**src/rtl/pll_cfg_pkg.sv**
```systemverilog
// package for the pll divider configuration slice
// assumes a byte-wide register port at the serial control port's decode
package pll_cfg_pkg;

	// ==========================================================
	// register offsets
	localparam logic [9:0] ADDR_PUMP_POWER = 10'h010;
	localparam logic [9:0] ADDR_REF_LOW    = 10'h011;
	localparam logic [9:0] ADDR_REF_HIGH   = 10'h012;
	localparam logic [9:0] ADDR_A_COUNT    = 10'h013;
	localparam logic [9:0] ADDR_B_LOW      = 10'h014;
	localparam logic [9:0] ADDR_B_HIGH     = 10'h015;
	localparam int         REG_COUNT       = 6;

	// ==========================================================
	// field positions and masks
	localparam int         PUMP_MODE_LSB = 2;
	localparam int         POWER_LSB     = 0;
	localparam logic [7:0] MASK_PUMP_POWER = 8'hff;
	localparam logic [7:0] MASK_SIX        = 8'h3f;
	localparam logic [7:0] MASK_FIVE       = 8'h1f;
	localparam logic [7:0] MASK_FULL       = 8'hff;

	// ==========================================================
	// values after reset (upper pump bits: pfd positive, current max)
	localparam logic [7:0] RST_PUMP_POWER = 8'h7d;
	localparam logic [7:0] RST_REF_LOW    = 8'h01;
	localparam logic [7:0] RST_REF_HIGH   = 8'h00;
	localparam logic [7:0] RST_A_COUNT    = 8'h00;
	localparam logic [7:0] RST_B_LOW      = 8'h03;
	localparam logic [7:0] RST_B_HIGH     = 8'h00;

	// ==========================================================
	// modes
	typedef enum logic [1:0] {
		PUMP_HIGH_Z  = 2'b00,
		PUMP_SOURCE  = 2'b01,
		PUMP_SINK    = 2'b10,
		PUMP_NORMAL  = 2'b11
	} pump_operating_select_e;

	typedef enum logic [1:0] {
		PWR_NORMAL   = 2'b00,
		PWR_ASYNC_PD = 2'b01,
		PWR_UNUSED   = 2'b10,
		PWR_SYNC_PD  = 2'b11
	} power_down_e;

	// ==========================================================
	// carriers
	typedef struct packed {
		logic       wr;
		logic       rd;
		logic [9:0] addr;
		logic [7:0] wdata;
	} reg_req_s;

	typedef struct packed {
		logic        charge_pump_up;
		logic        charge_pump_down;
		logic        charge_pump_hiz;
		logic        pll_enable;
		logic        async_power_down;
		logic        sync_power_down;
		logic [13:0] ref_divide;
		logic [5:0]  a_count;
		logic [12:0] b_count;
	} pll_ctrl_s;

	// index of a mapped offset, REG_COUNT when unmapped
	function automatic logic [2:0] reg_index(input logic [9:0] addr);
		if (addr >= ADDR_PUMP_POWER && addr <= ADDR_B_HIGH) begin
			return 3'(addr - ADDR_PUMP_POWER);
		end
		return 3'(REG_COUNT);
	endfunction : reg_index

endpackage : pll_cfg_pkg

```
**src/rtl/pll_divider_config.sv**
```systemverilog
// pll divider configuration slice: pump mode, power-down, r/a/b dividers
// assumes the serial control port delivers decoded byte reads and writes
import pll_cfg_pkg::*;

// Overview of operation
// - pump mode: hiz, source, sink, normal
// - power-down: normal, async, unused, sync
// - 14-bit reference divider over 0x011, 0x012
// - reference low byte resets to 0x01
// - reference upper six bits reset zero
// - a counter six bits at 0x013
// - b counter low byte 0x014, resets 0x03
// - b counter upper five bits at 0x015
module pll_divider_config
	import pll_cfg_pkg::*;
(
	input  wire logic       clk_sys_i, // system clock
	input  wire logic       nrst_i,    // sync reset, active low
	input  wire reg_req_s   req_i,     // byte register request
	output logic [7:0]      rdata_o,   // read data, one cycle after rd
	output logic            rvalid_o,  // read data valid pulse
	output pll_ctrl_s       ctrl_o     // decoded loop controls
);

	typedef struct packed {
		logic      rvalid;
		pll_ctrl_s ctrl;
	} state_s;

	state_s st;
	state_s next_st;

	logic [2:0]      idx;
	logic [7:0]      wmask;
	logic [47:0]     flat;
	logic [5:0][7:0] bytes;

	// ==========================================================
	// address decode and write masking
	always_comb begin
		idx = reg_index(req_i.addr);
		unique case (idx)
			3'h0: wmask = MASK_PUMP_POWER;
			3'h1: wmask = MASK_FULL;
			3'h2: wmask = MASK_SIX;
			3'h3: wmask = MASK_SIX;
			3'h4: wmask = MASK_FULL;
			3'h5: wmask = MASK_FIVE;
			default: wmask = 8'h00;
		endcase
	end

	pll_cfg_regfile u_regs (
		.clk_sys_i (clk_sys_i),
		.nrst_i    (nrst_i),
		.we_i      (req_i.wr),
		.idx_i     (idx),
		.wdata_i   (req_i.wdata & wmask),
		.rdata_o   (rdata_o),
		.flat_o    (flat)
	);

	assign bytes = flat;

	// ==========================================================
	// field decode; registered so controls never glitch
	always_comb begin
		pump_operating_select_e pump;
		power_down_e            pwr;
		pump    = pump_operating_select_e'(bytes[0][PUMP_MODE_LSB +: 2]);
		pwr     = power_down_e'(bytes[0][POWER_LSB +: 2]);
		next_st = st;
		next_st.rvalid = req_i.rd;
		unique case (pump)
			PUMP_HIGH_Z: begin
				next_st.ctrl.charge_pump_up   = 1'b0;
				next_st.ctrl.charge_pump_down = 1'b0;
				next_st.ctrl.charge_pump_hiz  = 1'b1;
			end
			PUMP_SOURCE: begin
				next_st.ctrl.charge_pump_up   = 1'b1;
				next_st.ctrl.charge_pump_down = 1'b0;
				next_st.ctrl.charge_pump_hiz  = 1'b0;
			end
			PUMP_SINK: begin
				next_st.ctrl.charge_pump_up   = 1'b0;
				next_st.ctrl.charge_pump_down = 1'b1;
				next_st.ctrl.charge_pump_hiz  = 1'b0;
			end
			PUMP_NORMAL: begin
				next_st.ctrl.charge_pump_up   = 1'b1;
				next_st.ctrl.charge_pump_down = 1'b1;
				next_st.ctrl.charge_pump_hiz  = 1'b0;
			end
		endcase
		// unused code keeps the loop off but is not a power-down
		next_st.ctrl.pll_enable       = (pwr == PWR_NORMAL);
		next_st.ctrl.async_power_down = (pwr == PWR_ASYNC_PD);
		next_st.ctrl.sync_power_down  = (pwr == PWR_SYNC_PD);
		next_st.ctrl.ref_divide = {bytes[2][5:0], bytes[1]};
		next_st.ctrl.a_count    = bytes[3][5:0];
		next_st.ctrl.b_count    = {bytes[5][4:0], bytes[4]};
	end

	// reset state mirrors the register defaults
	always_ff @(posedge clk_sys_i) begin
		if (!nrst_i) begin
			st.rvalid                <= 1'b0;
			st.ctrl.charge_pump_up   <= 1'b1;
			st.ctrl.charge_pump_down <= 1'b1;
			st.ctrl.charge_pump_hiz  <= 1'b0;
			st.ctrl.pll_enable       <= 1'b0;
			st.ctrl.async_power_down <= 1'b1;
			st.ctrl.sync_power_down  <= 1'b0;
			st.ctrl.ref_divide       <= {RST_REF_HIGH[5:0], RST_REF_LOW};
			st.ctrl.a_count          <= RST_A_COUNT[5:0];
			st.ctrl.b_count          <= {RST_B_HIGH[4:0], RST_B_LOW};
		end else begin
			st <= next_st;
		end
	end

	assign rvalid_o = st.rvalid;
	assign ctrl_o   = st.ctrl;

endmodule : pll_divider_config

```
**src/rtl/pll_cfg_regfile.sv**
```systemverilog
// small register memory for the divider bytes
// assumes one write per cycle from the decoder; read data registered
module pll_cfg_regfile
	import pll_cfg_pkg::*;
(
	input  wire logic       clk_sys_i, // system clock
	input  wire logic       nrst_i,    // sync reset, active low
	input  wire logic       we_i,      // write strobe
	input  wire logic [2:0] idx_i,     // register index
	input  wire logic [7:0] wdata_i,   // write data, already masked
	output logic [7:0]      rdata_o,   // registered read data
	output logic [47:0]     flat_o     // all bytes, index 0 lowest
);

	typedef struct packed {
		logic [5:0][7:0] mem;
		logic [7:0]      rdata;
	} state_s;

	state_s st;
	state_s next_st;

	// ==========================================================
	// write and read path
	always_comb begin
		next_st = st;
		if (we_i && idx_i < 3'(REG_COUNT)) begin
			next_st.mem[idx_i] = wdata_i;
		end
		// unmapped index reads zero
		next_st.rdata = (idx_i < 3'(REG_COUNT)) ? st.mem[idx_i] : 8'h00;
	end

	// reset loads the documented defaults
	always_ff @(posedge clk_sys_i) begin
		if (!nrst_i) begin
			st.mem[0] <= RST_PUMP_POWER;
			st.mem[1] <= RST_REF_LOW;
			st.mem[2] <= RST_REF_HIGH;
			st.mem[3] <= RST_A_COUNT;
			st.mem[4] <= RST_B_LOW;
			st.mem[5] <= RST_B_HIGH;
			st.rdata  <= 8'h00;
		end else begin
			st <= next_st;
		end
	end

	assign rdata_o = st.rdata;
	assign flat_o  = st.mem;

endmodule : pll_cfg_regfile

```
**config.mk**
```make
export PLATFORM = sky130hd
export DESIGN_NAME = pll_divider_config
export DESIGN_NICKNAME = d
export VERILOG_FILES = /design/src/rtl/pll_cfg_pkg.sv /design/src/rtl/pll_divider_config.sv /design/src/rtl/pll_cfg_regfile.sv
export SDC_FILE = /design/constraint.sdc
export NUM_CORES = 1
export LEC_CHECK = 0
export CAP_MARGIN = 20
export CELL_PAD_IN_SITES_DETAIL_PLACEMENT = 2
export CELL_PAD_IN_SITES_GLOBAL_PLACEMENT = 2
export CORE_MARGIN = 8
export CORE_UTILIZATION = 36
export CTS_CLUSTER_DIAMETER = 200
export DETAILED_ROUTE_END_ITERATION = 8
export DONT_BUFFER_PORTS = 1
export PLACE_DENSITY_LB_ADDON = 0.1
export SYNTH_ARGS = -nofsm -noshare
export SYNTH_HDL_FRONTEND = slang
export SYNTH_SLANG_ARGS = --single-unit
```
**constraint.sdc**
```tcl
create_clock -name clk_sys_i -period 1.9 [get_ports clk_sys_i]
set_input_delay 0.285 -clock clk_sys_i [delete_from_list [all_inputs] [get_ports clk_sys_i]]
set_output_delay 0.285 -clock clk_sys_i [all_outputs]
set_load 0.01 [all_outputs]
```
== Yosys cells after proc, flatten, opt, wreduce, memory -nomap -nowiden ==
Index checks and enable logic that the tools add are counted.

* ROM bits: 0
* Flip-flop bits (word level): 96
* Memories: 0
* Bits in latches: 0
* Bits in writable memories: 0
* Word-level logic and storage cells: 53
* Output and inout bits: 48
* Input port bits: 22

* Bitwise operators: 1
* Reduce and logical (&&, ||, !) cells: 9
* Divide/modulo/power cells: 0
* Mux-type cells: 10
* Shift-type cells: 0
* Order comparisons: 5
* $add $sub $neg: 1
* Multipliers: 0
* Equal/unequal tests: 10

{| class="wikitable"
|+ Operators by type and width
! kind !! count
|-
| bitwise mux 48 bit || 1
|-
| binary-select mux 8 bit (select 3 bit) || 1
|-
| demux 8 bit (select 3 bit) || 1
|-
| case mux 8 bit (3 select lines) || 1
|-
| 2-to-1 mux 8 bit || 2
|-
| case mux 3 bit (4 select lines) || 1
|-
| greater-or-equal comparator 10 x 5 -> 1 bit (second input constant) || 1
|-
| <= comparator 10 x 5 -> 1 bit (second input constant) || 1
|-
| bitwise AND 8 bit || 1
|-
| equality test 2 bit (second input constant) || 3
|-
| equality test 3 x 2 -> 1 bit (second input constant) || 2
|-
| equality test 3 bit (second input constant) || 2
|-
| 2-to-1 mux 3 bit || 2
|-
| equality test 2 x 1 -> 1 bit (second input constant) || 2
|-
| zero test 2 bit || 2
|-
| less-than comparator 3 x 4 -> 1 bit (second input constant) || 1
|-
| equality test 3 x 1 -> 1 bit (second input constant) || 1
|-
| greater-or-equal comparator 3 x 1 -> 1 bit (second input constant) || 1
|-
| logical AND 1 bit || 3
|-
| zero test 3 bit || 1
|-
| less-than comparator 3 bit (second input constant) || 1
|-
| OR reduction 3 bit || 1
|-
| subtractor 3 x 1 -> 3 bit (second input constant) || 1
|-
| AND reduction 2 bit || 1
|-
| other kinds (2) || 2
|}

== Logic depth before layout (Yosys ltp) ==
Gate-level depths: netlist of run 1.

* Depth in word-level cells: 9
* Gate-level depth with buffers: 6
* Gate-level depth less buffers: 4

== By module ==
From an unflattened synthesis of run 1, not the netlist that was laid out.

* Cells, all modules: 334
* Area, all modules: 3,510.9 µm²

{| class="wikitable"
|+ By module, submodules not included
! module !! cells an instance !! sequential area each (µm²) !! times used !! area an instance (µm²)
|-
| pll_cfg_regfile || 228 || 1,121.1 || 1 || 2,193.4
|-
| pll_divider_config || 106 || 800.8 || 1 || 1,317.5
|}

== Least setup slack after synthesis of run 1 ==
No wires, ideal clock.

* Path type: input port to flip-flop
* From: input req_i[16] (netlist bit)
* To: register u_regs.st (netlist bit u_regs.flat_o[16])
* Library setup time: 116 ps
* Buffers on the path: 1
* Stages on the path: 5
* Setup slack: 38 ps
* Data arrival time: 1,746 ps
* Data required time: 1,784 ps
* Path through: or4b_4 > buf_6 > nor4_4 > mux2i_1 > nor2b_1

* Word-level cells in the longest chain between the ends: 9
* Elaborated cells between the ends (all ways): 23
* Classes of those cells: order compare (5); eq/ne (5); mux (6); bitwise (1); reduce/logical (6)

{| class="wikitable"
|+ RTL lines
! item !! line !! text
|-
| from (decl) || pll_divider_config.sv:19 || <nowiki>input wire reg_req_s req_i,</nowiki>
|-
| greater-or-equal comparator 10 x 5 -> 1 bit or <= comparator 10 x 5 -> 1 bit (tied branches) || pll_cfg_pkg.sv:72 || <nowiki>if (addr >= ADDR_PUMP_POWER && addr <= ADDR_B_HIGH) begin</nowiki>
|-
| logical AND 1 bit (*) || pll_cfg_pkg.sv:72 ||
|-
| 2-to-1 mux 1 bit (*) || pll_cfg_pkg.sv:72 ||
|-
| 2-to-1 mux 3 bit (*) || pll_cfg_pkg.sv:75 || <nowiki>return 3'(REG_COUNT);</nowiki>
|-
| less-than comparator 3 x 4 -> 1 bit (implied by the code), or another cell as far along || pll_cfg_regfile.sv:28 || <nowiki>next_st.mem[idx_i] = wdata_i;</nowiki>
|-
| logical AND 1 bit (implied by the code), or another cell as far along || pll_cfg_regfile.sv:28 ||
|-
| 2-to-1 mux 8 bit (implied by the code) or case mux 8 bit (3 select lines) (tied branches) || pll_cfg_regfile.sv:28, pll_divider_config.sv:42 ||
|-
| demux 8 bit (select 3 bit) or bitwise AND 8 bit (tied branches) || n/a ||
|-
| bitwise mux 48 bit || pll_cfg_regfile.sv:28 ||
|-
| to (signal assigned) || pll_cfg_regfile.sv:45 || <nowiki>st <= next_st;</nowiki>
|-
| to (decl) || pll_cfg_regfile.sv:20 || <nowiki>state_s st;</nowiki>
|}

Every way passes the cells marked *; elsewhere a longest branch is shown, timed or not.
A chain may end at the register's enable or synchronous reset.

== Worst setup path in the final report of run 1 ==
* From: input req_i[16] (netlist bit)
* To: register u_regs.st (netlist bit u_regs.flat_o[15])

Same word-level chain as after synthesis.

==> impl_metrics.py, run 1 <==
metrics = {
    "power_and_ir_drop": {
        "power.leakage_nw": 1.60,
        "vdd_drop_max_uv": 286,
        "powerDensity_nw_per_um2": 880,
    },
    "critical_path": {
        "cp.depth": 5,
        "path_class": "input pin to flop",
        "r2r_start": "u_regs.flat_o[1]",
        "crit_path_end": "u_regs.flat_o[15]",
        "crit_arrival_ns": 1.77,
        "regToRegEndpoint": "u_regs.rdata_o[1]",
        "reg2regPathDepth": 3,
        "worstPathRequired_ns": 2.18,
        "critPathMaxFanout": 10,
        "end_kind": "flop",
        "critPathMaxStageDelay_ns": 0.62,
        "path_cells": "or4b_4 -> a2111oi_1 -> buf_4 -> nand2_1 -> a21boi_0",
        "crit_path_top_delay_cell": "or4b_4",
        "critPathTopFamily": "simple AND/OR/NAND/NOR gates",
        "worstSetupStartpointType": "input pin",
        "crit_buf_inv": 1,
        "rrSetupSlack_ns": 0.66,
        "cp-startpoint": "req_i[16]",
    },
    "final_layout": {
        "area_delta_synth_final_pct": 12.9,
        "drive_above_1_share_pct": 15.0,
        "antenna_cells": 0,
        "n_fill_cell": 1008,
        "final_cell_mix": "dfxtp_1, and2_1, mux2i_1, nor2b_1, nand2_1",
        "final_common_cell": "dfxtp_1",
        "nets": 353,
        "layout.cell_area.non_filler_um2": 4010,
    },
    "sta": {
        "rsz0062_at_grt": "no",
        "max_freq_ghz": 0.669,
        "worst_pin_slew_ns": 0.595,
        "fin_setup_tns_ns": 0,
        "setup_viol": 0,
        "drv_slew": 0,
        "relSlewSlack_pct": 60.2,
        "hold_viol": 0,
        "period_share_pct": 78.7,
        "skew_ns": 0.00842,
        "period_needed_ns": 1.50,
    },
    "synthesis": {
        "syn_area_um2": 3550,
        "avgSynthCellArea_um2": 11.2,
        "synth_cells": 317,
        "synth_cell_types": 33,
        "synth-seq-cells": 96,
        "yosysWarnings": 0,
        "syn_nets": 339,
        "synthArstFlopShare_pct": 0,
        "synthFlopType": "dfxtp_1",
        "synth_edf_count": 0,
        "seq_area_frac_synth_pct": 54.1,
    },
    "global_route": {
        "grt_pass1_vias": 2627,
        "grt_overflow": 0,
        "grt_start_max_net_pins": 80,
        "antenna_found_initial": 0,
        "grt_pass1_wl_mm": 15.1,
        "grt_usage_pct": 15.2,
    },
    "placed_design": {
        "finalWeightedCongestion": 0.726,
        "dp_hpwl_mm": 6.29,
        "place_area_um2": 3770,
        "io_buffers": 0,
    },
    "detailed_routing": {
        "drc": 0,
        "antenna_left": 0,
        "viasPerCell": 5.06,
        "routedWlPerCell_um": 20.4,
        "drtIter0Drc": 85,
        "first_pass_iters": 4,
        "vias": 2363,
        "routed_wl_mm": 9.53,
    },
    "floorplan": {
        "rows": 36,
        "die_area_um2": 13300,
        "core-area_um2": 9680,
        "dieWidth_um": 115,
        "io_pins": 70,
        "die_height_um": 115,
        "start_util_pct": 36.7,
    },
    "clock_network": {
        "clkLatencyLatePin_ns": 0.35,
        "cts_tree": "done",
        "clk_path_buf_depth": 2,
        "cts_post_setup_buffers_inserted": 0,
        "htreeDepth": 3,
        "ctsResizeCount": 0,
        "cts_num_sinks": 96,
        "hold_buffers": 2,
        "cts.clk_slew.worst_paths_ns": 0.08,
        "cts-root-buf": "clkbuf_8",
        "cts_inserted_buffers": 9,
    },
    "outcome": {
        "status": "finished, final reports clean",
    },
    "hold_path": {
        "hold_class": "input pin to flop",
    },
    "job": {
        "max-cap-violations": 0,
    },
}
## per-stage QoR
stage	instances	hold WS, ns	util (%)	setup slack, ns	power [mW]
2_1_floorplan	317	0.412	-	0.0383	2.15
3_3_place_gp	450	0.356	39.0	0.112	2.14
3_5_place_dp	450	0.360	39.0	0.0195	2.14
4_1_cts	466	0.0113	41.3	0.413	3.57
5_1_grt	467	0.0148	41.4	0.322	3.68
6_report	467	0.0471	41.4	0.405	3.53
## logic make-up (layout without fill, tap and decap cells)
logic type / after synthesis / count (layout) / share of synthesized area [%]
AND/OR/NAND/NOR: 134 / 134 / 22.7
multiplexers: 47 / 47 / 16.3
buffers and inverters: 18 / 35 / 2.11
flip-flops: 96 / 96 / 54.1
AO/OA/AOI/OAI: 22 / 22 / 4.79
## synth_stat cells, drive strengths merged, types with 8 or more instances
cell | n | area share, %
clkbuf | 12 | 1.3
nor2 | 12 | 1.3
nor2b | 27 | 4.8
mux2 | 8 | 2.5
nand2b | 9 | 1.6
a22oi | 8 | 1.7
nand2 | 26 | 2.7
dfxtp | 96 | 54
mux4 | 8 | 5.1
mux2i | 31 | 8.7
and2 | 33 | 5.8
## cell type report
cell class                      instances  area, um2  share of cell area (%)
Clock buffer                           10        138                    3.43
Clock inverter                          4       70.1                    1.75
Inverter                                2       7.51                   0.187
Multi-Input combinational cell        203       1560                    38.8
Sequential cell                        96       1920                    47.9
Tap cell                              133        166                    4.15
Timing Repair Buffer                   19        150                    3.74
## metal layers
layer,global-route usage (%),part of all wire [%]
met1,18.0,44
met2,25.5,50
met3,4.57,4.9
met4,4.99,1.0
met5,0,0
## registers in the layout, indices dropped and copies added (netlist names)
register and cells:
u_regs.flat_o 48, ctrl_o 39, u_regs.rdata_o 8, rvalid_o 1
## where the power goes
part	internal (mW)	leakage, nW	total, mW	switching, mW
sequential	2.01	0.774	2.01	0.00135
clock	0.759	0.108	1.43	0.668
combinational	0.0507	0.714	0.0886	0.0380
## worst reg2reg max path, cell delays in order, from the launching register on
cell,delay [ns]
dfxtp_1,0.36
mux4_2,0.49
a22oi_1,0.22
nor2_1,0.06
## how the worst min path moves through the flow
stage | startpoint | endpoint | slack (ns) | cells past startpoint
CTS | nrst_i | u_regs.flat_o[32] | 0.01 | 1
global placement | nrst_i | u_regs.flat_o[2] | 0.36 | 1
global route | nrst_i | ctrl_o[37] | 0.01 | 1
finish | nrst_i | ctrl_o[37] | 0.05 | 1
floorplan | req_i[18] | rvalid_o | 0.41 | 1
detailed placement | nrst_i | u_regs.flat_o[3] | 0.36 | 1
Power figures use the tool's default switching activity.
==> run 2: changes to the inputs <==
--- a/config.mk
+++ b/config.mk
@@ -9,7 +9,7 @@
 export CELL_PAD_IN_SITES_DETAIL_PLACEMENT = 2
 export CELL_PAD_IN_SITES_GLOBAL_PLACEMENT = 2
 export CORE_MARGIN = 8
-export CORE_UTILIZATION = 36
+export CORE_UTILIZATION = 40
 export CTS_CLUSTER_DIAMETER = 200
 export DETAILED_ROUTE_END_ITERATION = 8
 export DONT_BUFFER_PORTS = 1
==> constraint.sdc (replaced) <==
create_clock -name clk_sys_i -period 1.4 [get_ports clk_sys_i]
set_input_delay 0.21 -clock clk_sys_i [delete_from_list [all_inputs] [get_ports clk_sys_i]]
set_output_delay 0.21 -clock clk_sys_i [all_outputs]
set_load 0.01 [all_outputs]
==> impl_metrics.py, run 2 (synthesis results as in run 1) <==
metrics = {
    "critical_path": {
        "cp-startpoint": "req_i[16]",
        "crit_arrival_ns": 1.63,
        "crit_path_end": "u_regs.flat_o[10]",
        "regToRegEndpoint": "u_regs.rdata_o[5]",
        "reg2regPathDepth": 3,
        "cp.depth": 5,
        "worstSetupStartpointType": "input pin",
        "crit_path_top_delay_cell": "or4b_4",
        "critPathMaxStageDelay_ns": 0.65,
        "r2r_start": "u_regs.flat_o[29]",
        "path_class": "input pin to flop",
        "end_kind": "flop",
        "critPathTopFamily": "simple AND/OR/NAND/NOR gates",
        "crit_buf_inv": 1,
        "rrSetupSlack_ns": 0.20,
        "worstPathRequired_ns": 1.65,
        "critPathMaxFanout": 10,
        "path_cells": "or4b_4 -> nor4b_4 -> buf_4 -> nand2_1 -> a21boi_1",
    },
    "detailed_routing": {
        "first_pass_iters": 4,
        "vias": 2407,
        "route.top_layer_used": "met4",
        "antenna_left": 0,
        "drtIter0Drc": 85,
        "wl_met3_um": 506,
        "routedWlPerCell_um": 21.4,
        "route.met2.wl_mm": 4.74,
        "drc": 0,
        "routed_wl_mm": 9.66,
        "drt-met1-wl_mm": 4.32,
        "viasPerCell": 5.34,
    },
    "final_layout": {
        "multi_input_area_um2": 1620,
        "largest_reg_flops": 48,
        "nets": 360,
        "n_fill_cell": 904,
        "area_delta_synth_final_pct": 15.5,
        "antenna_cells": 0,
        "final_common_cell": "dfxtp_1",
        "final_cell_mix": "dfxtp_1, and2_1, mux2i_1, nor2b_1, nand2_1",
        "drive_above_1_share_pct": 18.7,
        "regArea_um2": 1920,
        "layout.cell_area.non_filler_um2": 4100,
    },
    "clock_network": {
        "cts_num_sinks": 96,
        "cts_inserted_buffers": 9,
        "htreeDepth": 3,
        "clkLatencyLatePin_ns": 0.35,
        "clk_path_buf_depth": 2,
        "cts.clk_slew.worst_paths_ns": 0.08,
        "cts_tree": "done",
        "cts-root-buf": "clkbuf_8",
    },
    "placed_design": {
        "io_buffers": 0,
        "place_area_um2": 3820,
        "finalWeightedCongestion": 0.759,
        "dp_hpwl_mm": 6.60,
        "preCtsSetupSlack_ns": -0.611,
    },
    "floorplan": {
        "die_height_um": 110,
        "core-area_um2": 8680,
        "die_area_um2": 12200,
        "dieWidth_um": 110,
        "start_util_pct": 40.9,
        "rows": 34,
        "io_pins": 70,
    },
    "sta": {
        "period_share_pct": 98.6,
        "fin_ws_ns": 0.0194,
        "rsz0062_at_grt": "yes",
        "max_freq_ghz": 0.724,
        "worst_pin_slew_ns": 0.429,
        "skew_ns": 0.0133,
        "hold_viol": 0,
        "drv_slew": 0,
        "hold_ws_ns": 0.0222,
        "period_needed_ns": 1.38,
        "relSlewSlack_pct": 71.4,
        "setup_viol": 0,
    },
    "power_and_ir_drop": {
        "p_total_mw": 4.73,
        "vdd_drop_max_uv": 594,
        "powerDensity_nw_per_um2": 1150,
        "power.leakage_nw": 1.64,
    },
    "hold_path": {
        "min_from": "nrst_i",
        "hold_class": "input pin to flop",
    },
    "global_route": {
        "antenna_found_initial": 0,
        "grt_pass1_wl_mm": 15.3,
        "grt_overflow": 0,
        "grt_pass1_vias": 2672,
        "grt_usage_pct": 16.7,
        "grt_start_max_net_pins": 77,
    },
    "job": {
        "max-cap-violations": 0,
    },
    "outcome": {
        "status": "finished, final reports clean",
    },
}
[run 2: cell types whose count changed in the layout (fill, tap and decap cells not counted), moves of 2 or more]
cell        delta
buf_4          +7
clkbuf_1       +2
clkinv_2       -2
clkinvlp_4     +2
nor3_1         -2
nor3_2         +2
nor4b_1        -2
nor4b_4        +2
[run 2: how the worst min path moves through the flow]
stage                        end  slack [ns]  cells after the start
2_1_floorplan           rvalid_o        0.34                      1
3_3_place_gp    u_regs.flat_o[3]        0.28                      1
3_5_place_dp    u_regs.flat_o[3]        0.29                      1
4_1_cts        u_regs.flat_o[30]      0.0005                      1
5_1_grt        u_regs.flat_o[27]      0.0006                      1
6_report       u_regs.flat_o[30]        0.02                      1
[run 2: area by class of cell]
type | instances | area share, %
Clock buffer | 12 | 3.54
Clock inverter | 4 | 1.31
Timing Repair Buffer | 26 | 5.37
Sequential cell | 96 | 46.8
Inverter | 2 | 0.183
Multi-Input combinational cell | 203 | 39.5
Tap cell | 108 | 3.29
[run 2: where the power goes]
group	total [mW]	internal [mW]	leakage [nW]	switching, mW
Sequential	2.73	2.73	0.774	0.00188
Clock	1.84	0.881	0.0928	0.955
Combinational	0.161	0.0818	0.769	0.0795
[run 2: routing by layer]
layer / global-route usage [%] / vias up
met3: 3.78 / 10
met4: 4.57 / 0
met2: 27.5 / 61
met5: 0 / -
met1: 21.4 / 1205
li1: - / 1131
[run 2: what timing repair did]
action	4_1_cts	5_1_grt
hold buffers	3	0
endpoints found under the hold margin	76	0
gates resized for setup	4	2
buffers inserted	0	0
endpoints found under the setup margin	2	4
[run 2: per-stage QoR]
step           std cells  util (%)  TNS [ns]
2_1_floorplan        317         -     -6.27
3_3_place_gp         432      44.0     -7.84
3_5_place_dp         432      44.0     -9.78
4_1_cts              451      47.1         0
5_1_grt              451      47.3  -0.00522
6_report             451      47.3         0
==> run 3: changes to the inputs <==
--- a/config.mk
+++ b/config.mk
@@ -5,14 +5,15 @@
 export SDC_FILE = /design/constraint.sdc
 export NUM_CORES = 1
 export LEC_CHECK = 0
+export BUFFER_PORTS_ARGS = -buffer_cell sky130_fd_sc_hd__buf_2
 export CAP_MARGIN = 20
 export CELL_PAD_IN_SITES_DETAIL_PLACEMENT = 2
 export CELL_PAD_IN_SITES_GLOBAL_PLACEMENT = 2
 export CORE_MARGIN = 8
-export CORE_UTILIZATION = 40
+export CORE_UTILIZATION = 36
+export CTS_BUF_LIST = sky130_fd_sc_hd__clkbuf_2 sky130_fd_sc_hd__clkbuf_4 sky130_fd_sc_hd__clkbuf_8
 export CTS_CLUSTER_DIAMETER = 200
 export DETAILED_ROUTE_END_ITERATION = 8
-export DONT_BUFFER_PORTS = 1
 export PLACE_DENSITY_LB_ADDON = 0.1
 export SYNTH_ARGS = -nofsm -noshare
 export SYNTH_HDL_FRONTEND = slang
==> impl_metrics.py, run 3 (synthesis results as in run 1) <==
metrics = {
    "clock_network": {
        "clkLatencyLatePin_ns": 0.37,
        "hold_buffers": 0,
        "cts_num_sinks": 96,
        "cts_tree": "done",
        "cts-root-buf": "clkbuf_8",
        "cts.clk_slew.worst_paths_ns": 0.09,
        "cts_inserted_buffers": 9,
        "htreeDepth": 3,
        "clk_path_buf_depth": 2,
    },
    "global_route": {
        "grt_pass1_vias": 3112,
        "grt_pass1_wl_mm": 17.1,
        "antenna_found_initial": 0,
        "grt_usage_pct": 16.9,
        "grt_overflow": 0,
        "grt_start_max_net_pins": 41,
    },
    "floorplan": {
        "dieWidth_um": 115,
        "start_util_pct": 36.7,
        "io_pins": 70,
        "core-area_um2": 9680,
        "die_area_um2": 13300,
        "die_height_um": 115,
        "rows": 36,
    },
    "critical_path": {
        "regToRegEndpoint": "u_regs.rdata_o[3]",
        "crit_path_end": "u_regs.flat_o[17]",
        "path_class": "input pin to flop",
        "rrSetupSlack_ns": 0.16,
        "reg2regPathDepth": 3,
        "crit_path_top_delay_cell": "or4b_4",
        "worstPathRequired_ns": 1.66,
        "cp-startpoint": "req_i[17]",
        "critPathMaxStageDelay_ns": 0.63,
        "path_cells": "buf_6 -> or4b_4 -> nor4_4 -> buf_4 -> mux2i_1 -> nor2b_1",
        "crit_arrival_ns": 1.66,
        "r2r_start": "u_regs.flat_o[27]",
        "worstSetupStartpointType": "input pin",
        "end_kind": "flop",
        "critPathMaxFanout": 5,
    },
    "final_layout": {
        "largest_reg_flops": 48,
        "nets": 445,
        "area_delta_synth_final_pct": 32.7,
        "drive_above_1_share_pct": 36.2,
        "utilization_pct": 48.7,
        "antenna_cells": 0,
        "final_common_cell": "dfxtp_1",
        "final_cell_mix": "dfxtp_1, buf_2, buf_4, and2_1, mux2i_1",
    },
    "power_and_ir_drop": {
        "powerDensity_nw_per_um2": 1100,
        "internal_power_mw": 4.07,
        "seqPwrFrac_pct": 52.7,
        "p_switching_mw": 1.11,
        "power_frac_comb_pct": 5.9,
        "p_sw_share_pct": 21.5,
        "pwr-share-clk_pct": 41.4,
        "power.leakage_nw": 2.09,
        "vdd_drop_max_uv": 372,
        "p_total_mw": 5.18,
    },
    "hold_path": {
        "hold_class": "input pin to flop",
    },
    "sta": {
        "setup_viol": 0,
        "skew_ns": 0.00933,
        "hold_viol": 0,
        "hold_ws_ns": 0.0633,
        "drv_slew": 0,
        "max_freq_ghz": 0.715,
        "period_share_pct": 99.9,
        "period_needed_ns": 1.40,
        "worst_pin_slew_ns": 0.917,
        "relSlewSlack_pct": 38.6,
    },
    "detailed_routing": {
        "routed_wl_mm": 10.8,
        "vias": 2769,
        "routedWlPerCell_um": 19.2,
        "viasPerCell": 4.94,
        "antenna_left": 0,
        "drtIter0Drc": 88,
        "drc": 0,
        "first_pass_iters": 4,
    },
    "placed_design": {
        "finalWeightedCongestion": 0.773,
        "io_buffers": 69,
        "dp_hpwl_mm": 7.68,
    },
    "outcome": {
        "status": "finished, final reports clean",
    },
    "job": {
        "max-cap-violations": 0,
    },
}
==> run 3: final cells by class <==
cell class / count / area, um2
sequential: 96 / 1920
clock inverter: 2 / 60.1
clock buffer: 14 / 180
inverter: 2 / 7.51
multi-input combinational: 204 / 1660
timing repair buffer: 110 / 719
tap: 133 / 166
fill: 995 / 4970
==> run 3: metrics by stage <==
step / instance area [um2] / cells / setup WS [ns] / setup TNS (ns)
2_1_floorplan: 3590 / 317 / -0.257 / -6.27
3_3_place_gp: 4370 / 543 / -0.368 / -13.36
3_5_place_dp: 4370 / 543 / -0.445 / -16.09
4_1_cts: 4610 / 559 / -0.0150 / -0.0262
5_1_grt: 4710 / 561 / -0.00801 / -0.0150
6_report: 4710 / 561 / 0.00127 / 0
==> run 3: worst max-delay path, delay by kind of cell <==
kind          cells  cell delay [ns]
buf+inv           2             0.33
mux               1             0.19
simple gates      3             0.93
==> run 3: power by group through the flow <==
stage          Clock (mW)  Combinational, mW  Sequential, mW
2_1_floorplan           0              0.132            2.80
4_1_cts              2.20              0.285            2.73
5_1_grt              2.31              0.328            2.73
3_3_place_gp            0              0.275            2.79
6_report             2.14              0.306            2.73
3_5_place_dp            0              0.284            2.79
==> run 3: how the worst min path moves through the flow <==
stage / to / slack, ns / startpoint / depth (start not counted)
final: rvalid_o / 0.06 / req_i[18] / 2
after global routing: rvalid_o / 0.05 / req_i[18] / 2
after CTS: rvalid_o / 0.04 / req_i[18] / 2
after detailed placement: rvalid_o / 0.44 / req_i[18] / 2
after global placement: rvalid_o / 0.42 / req_i[18] / 2
after floorplan: rvalid_o / 0.34 / req_i[18] / 1
==> run 3: what timing repair did <==
| item | CTS | global route |
|---|---|---|
| endpoints found under the hold margin | 0 | 0 |
| resized for setup | 0 | 16 |
| cloned | 0 | 1 |
| pin swaps | 1 | 2 |
| endpoints found under the setup margin | 5 | 28 |
| setup buffers | 0 | 1 |
==> run 3: routing by layer <==
metal | share of wire [%] | up-vias | global-route usage (%)
met1 | 44 | 1378 | 20.8
met4 | 2.0 | 0 | 7.01
li1 | - | 1306 | -
met3 | 5.4 | 19 | 3.83
met5 | 0 | - | 0
met2 | 49 | 66 | 27.8
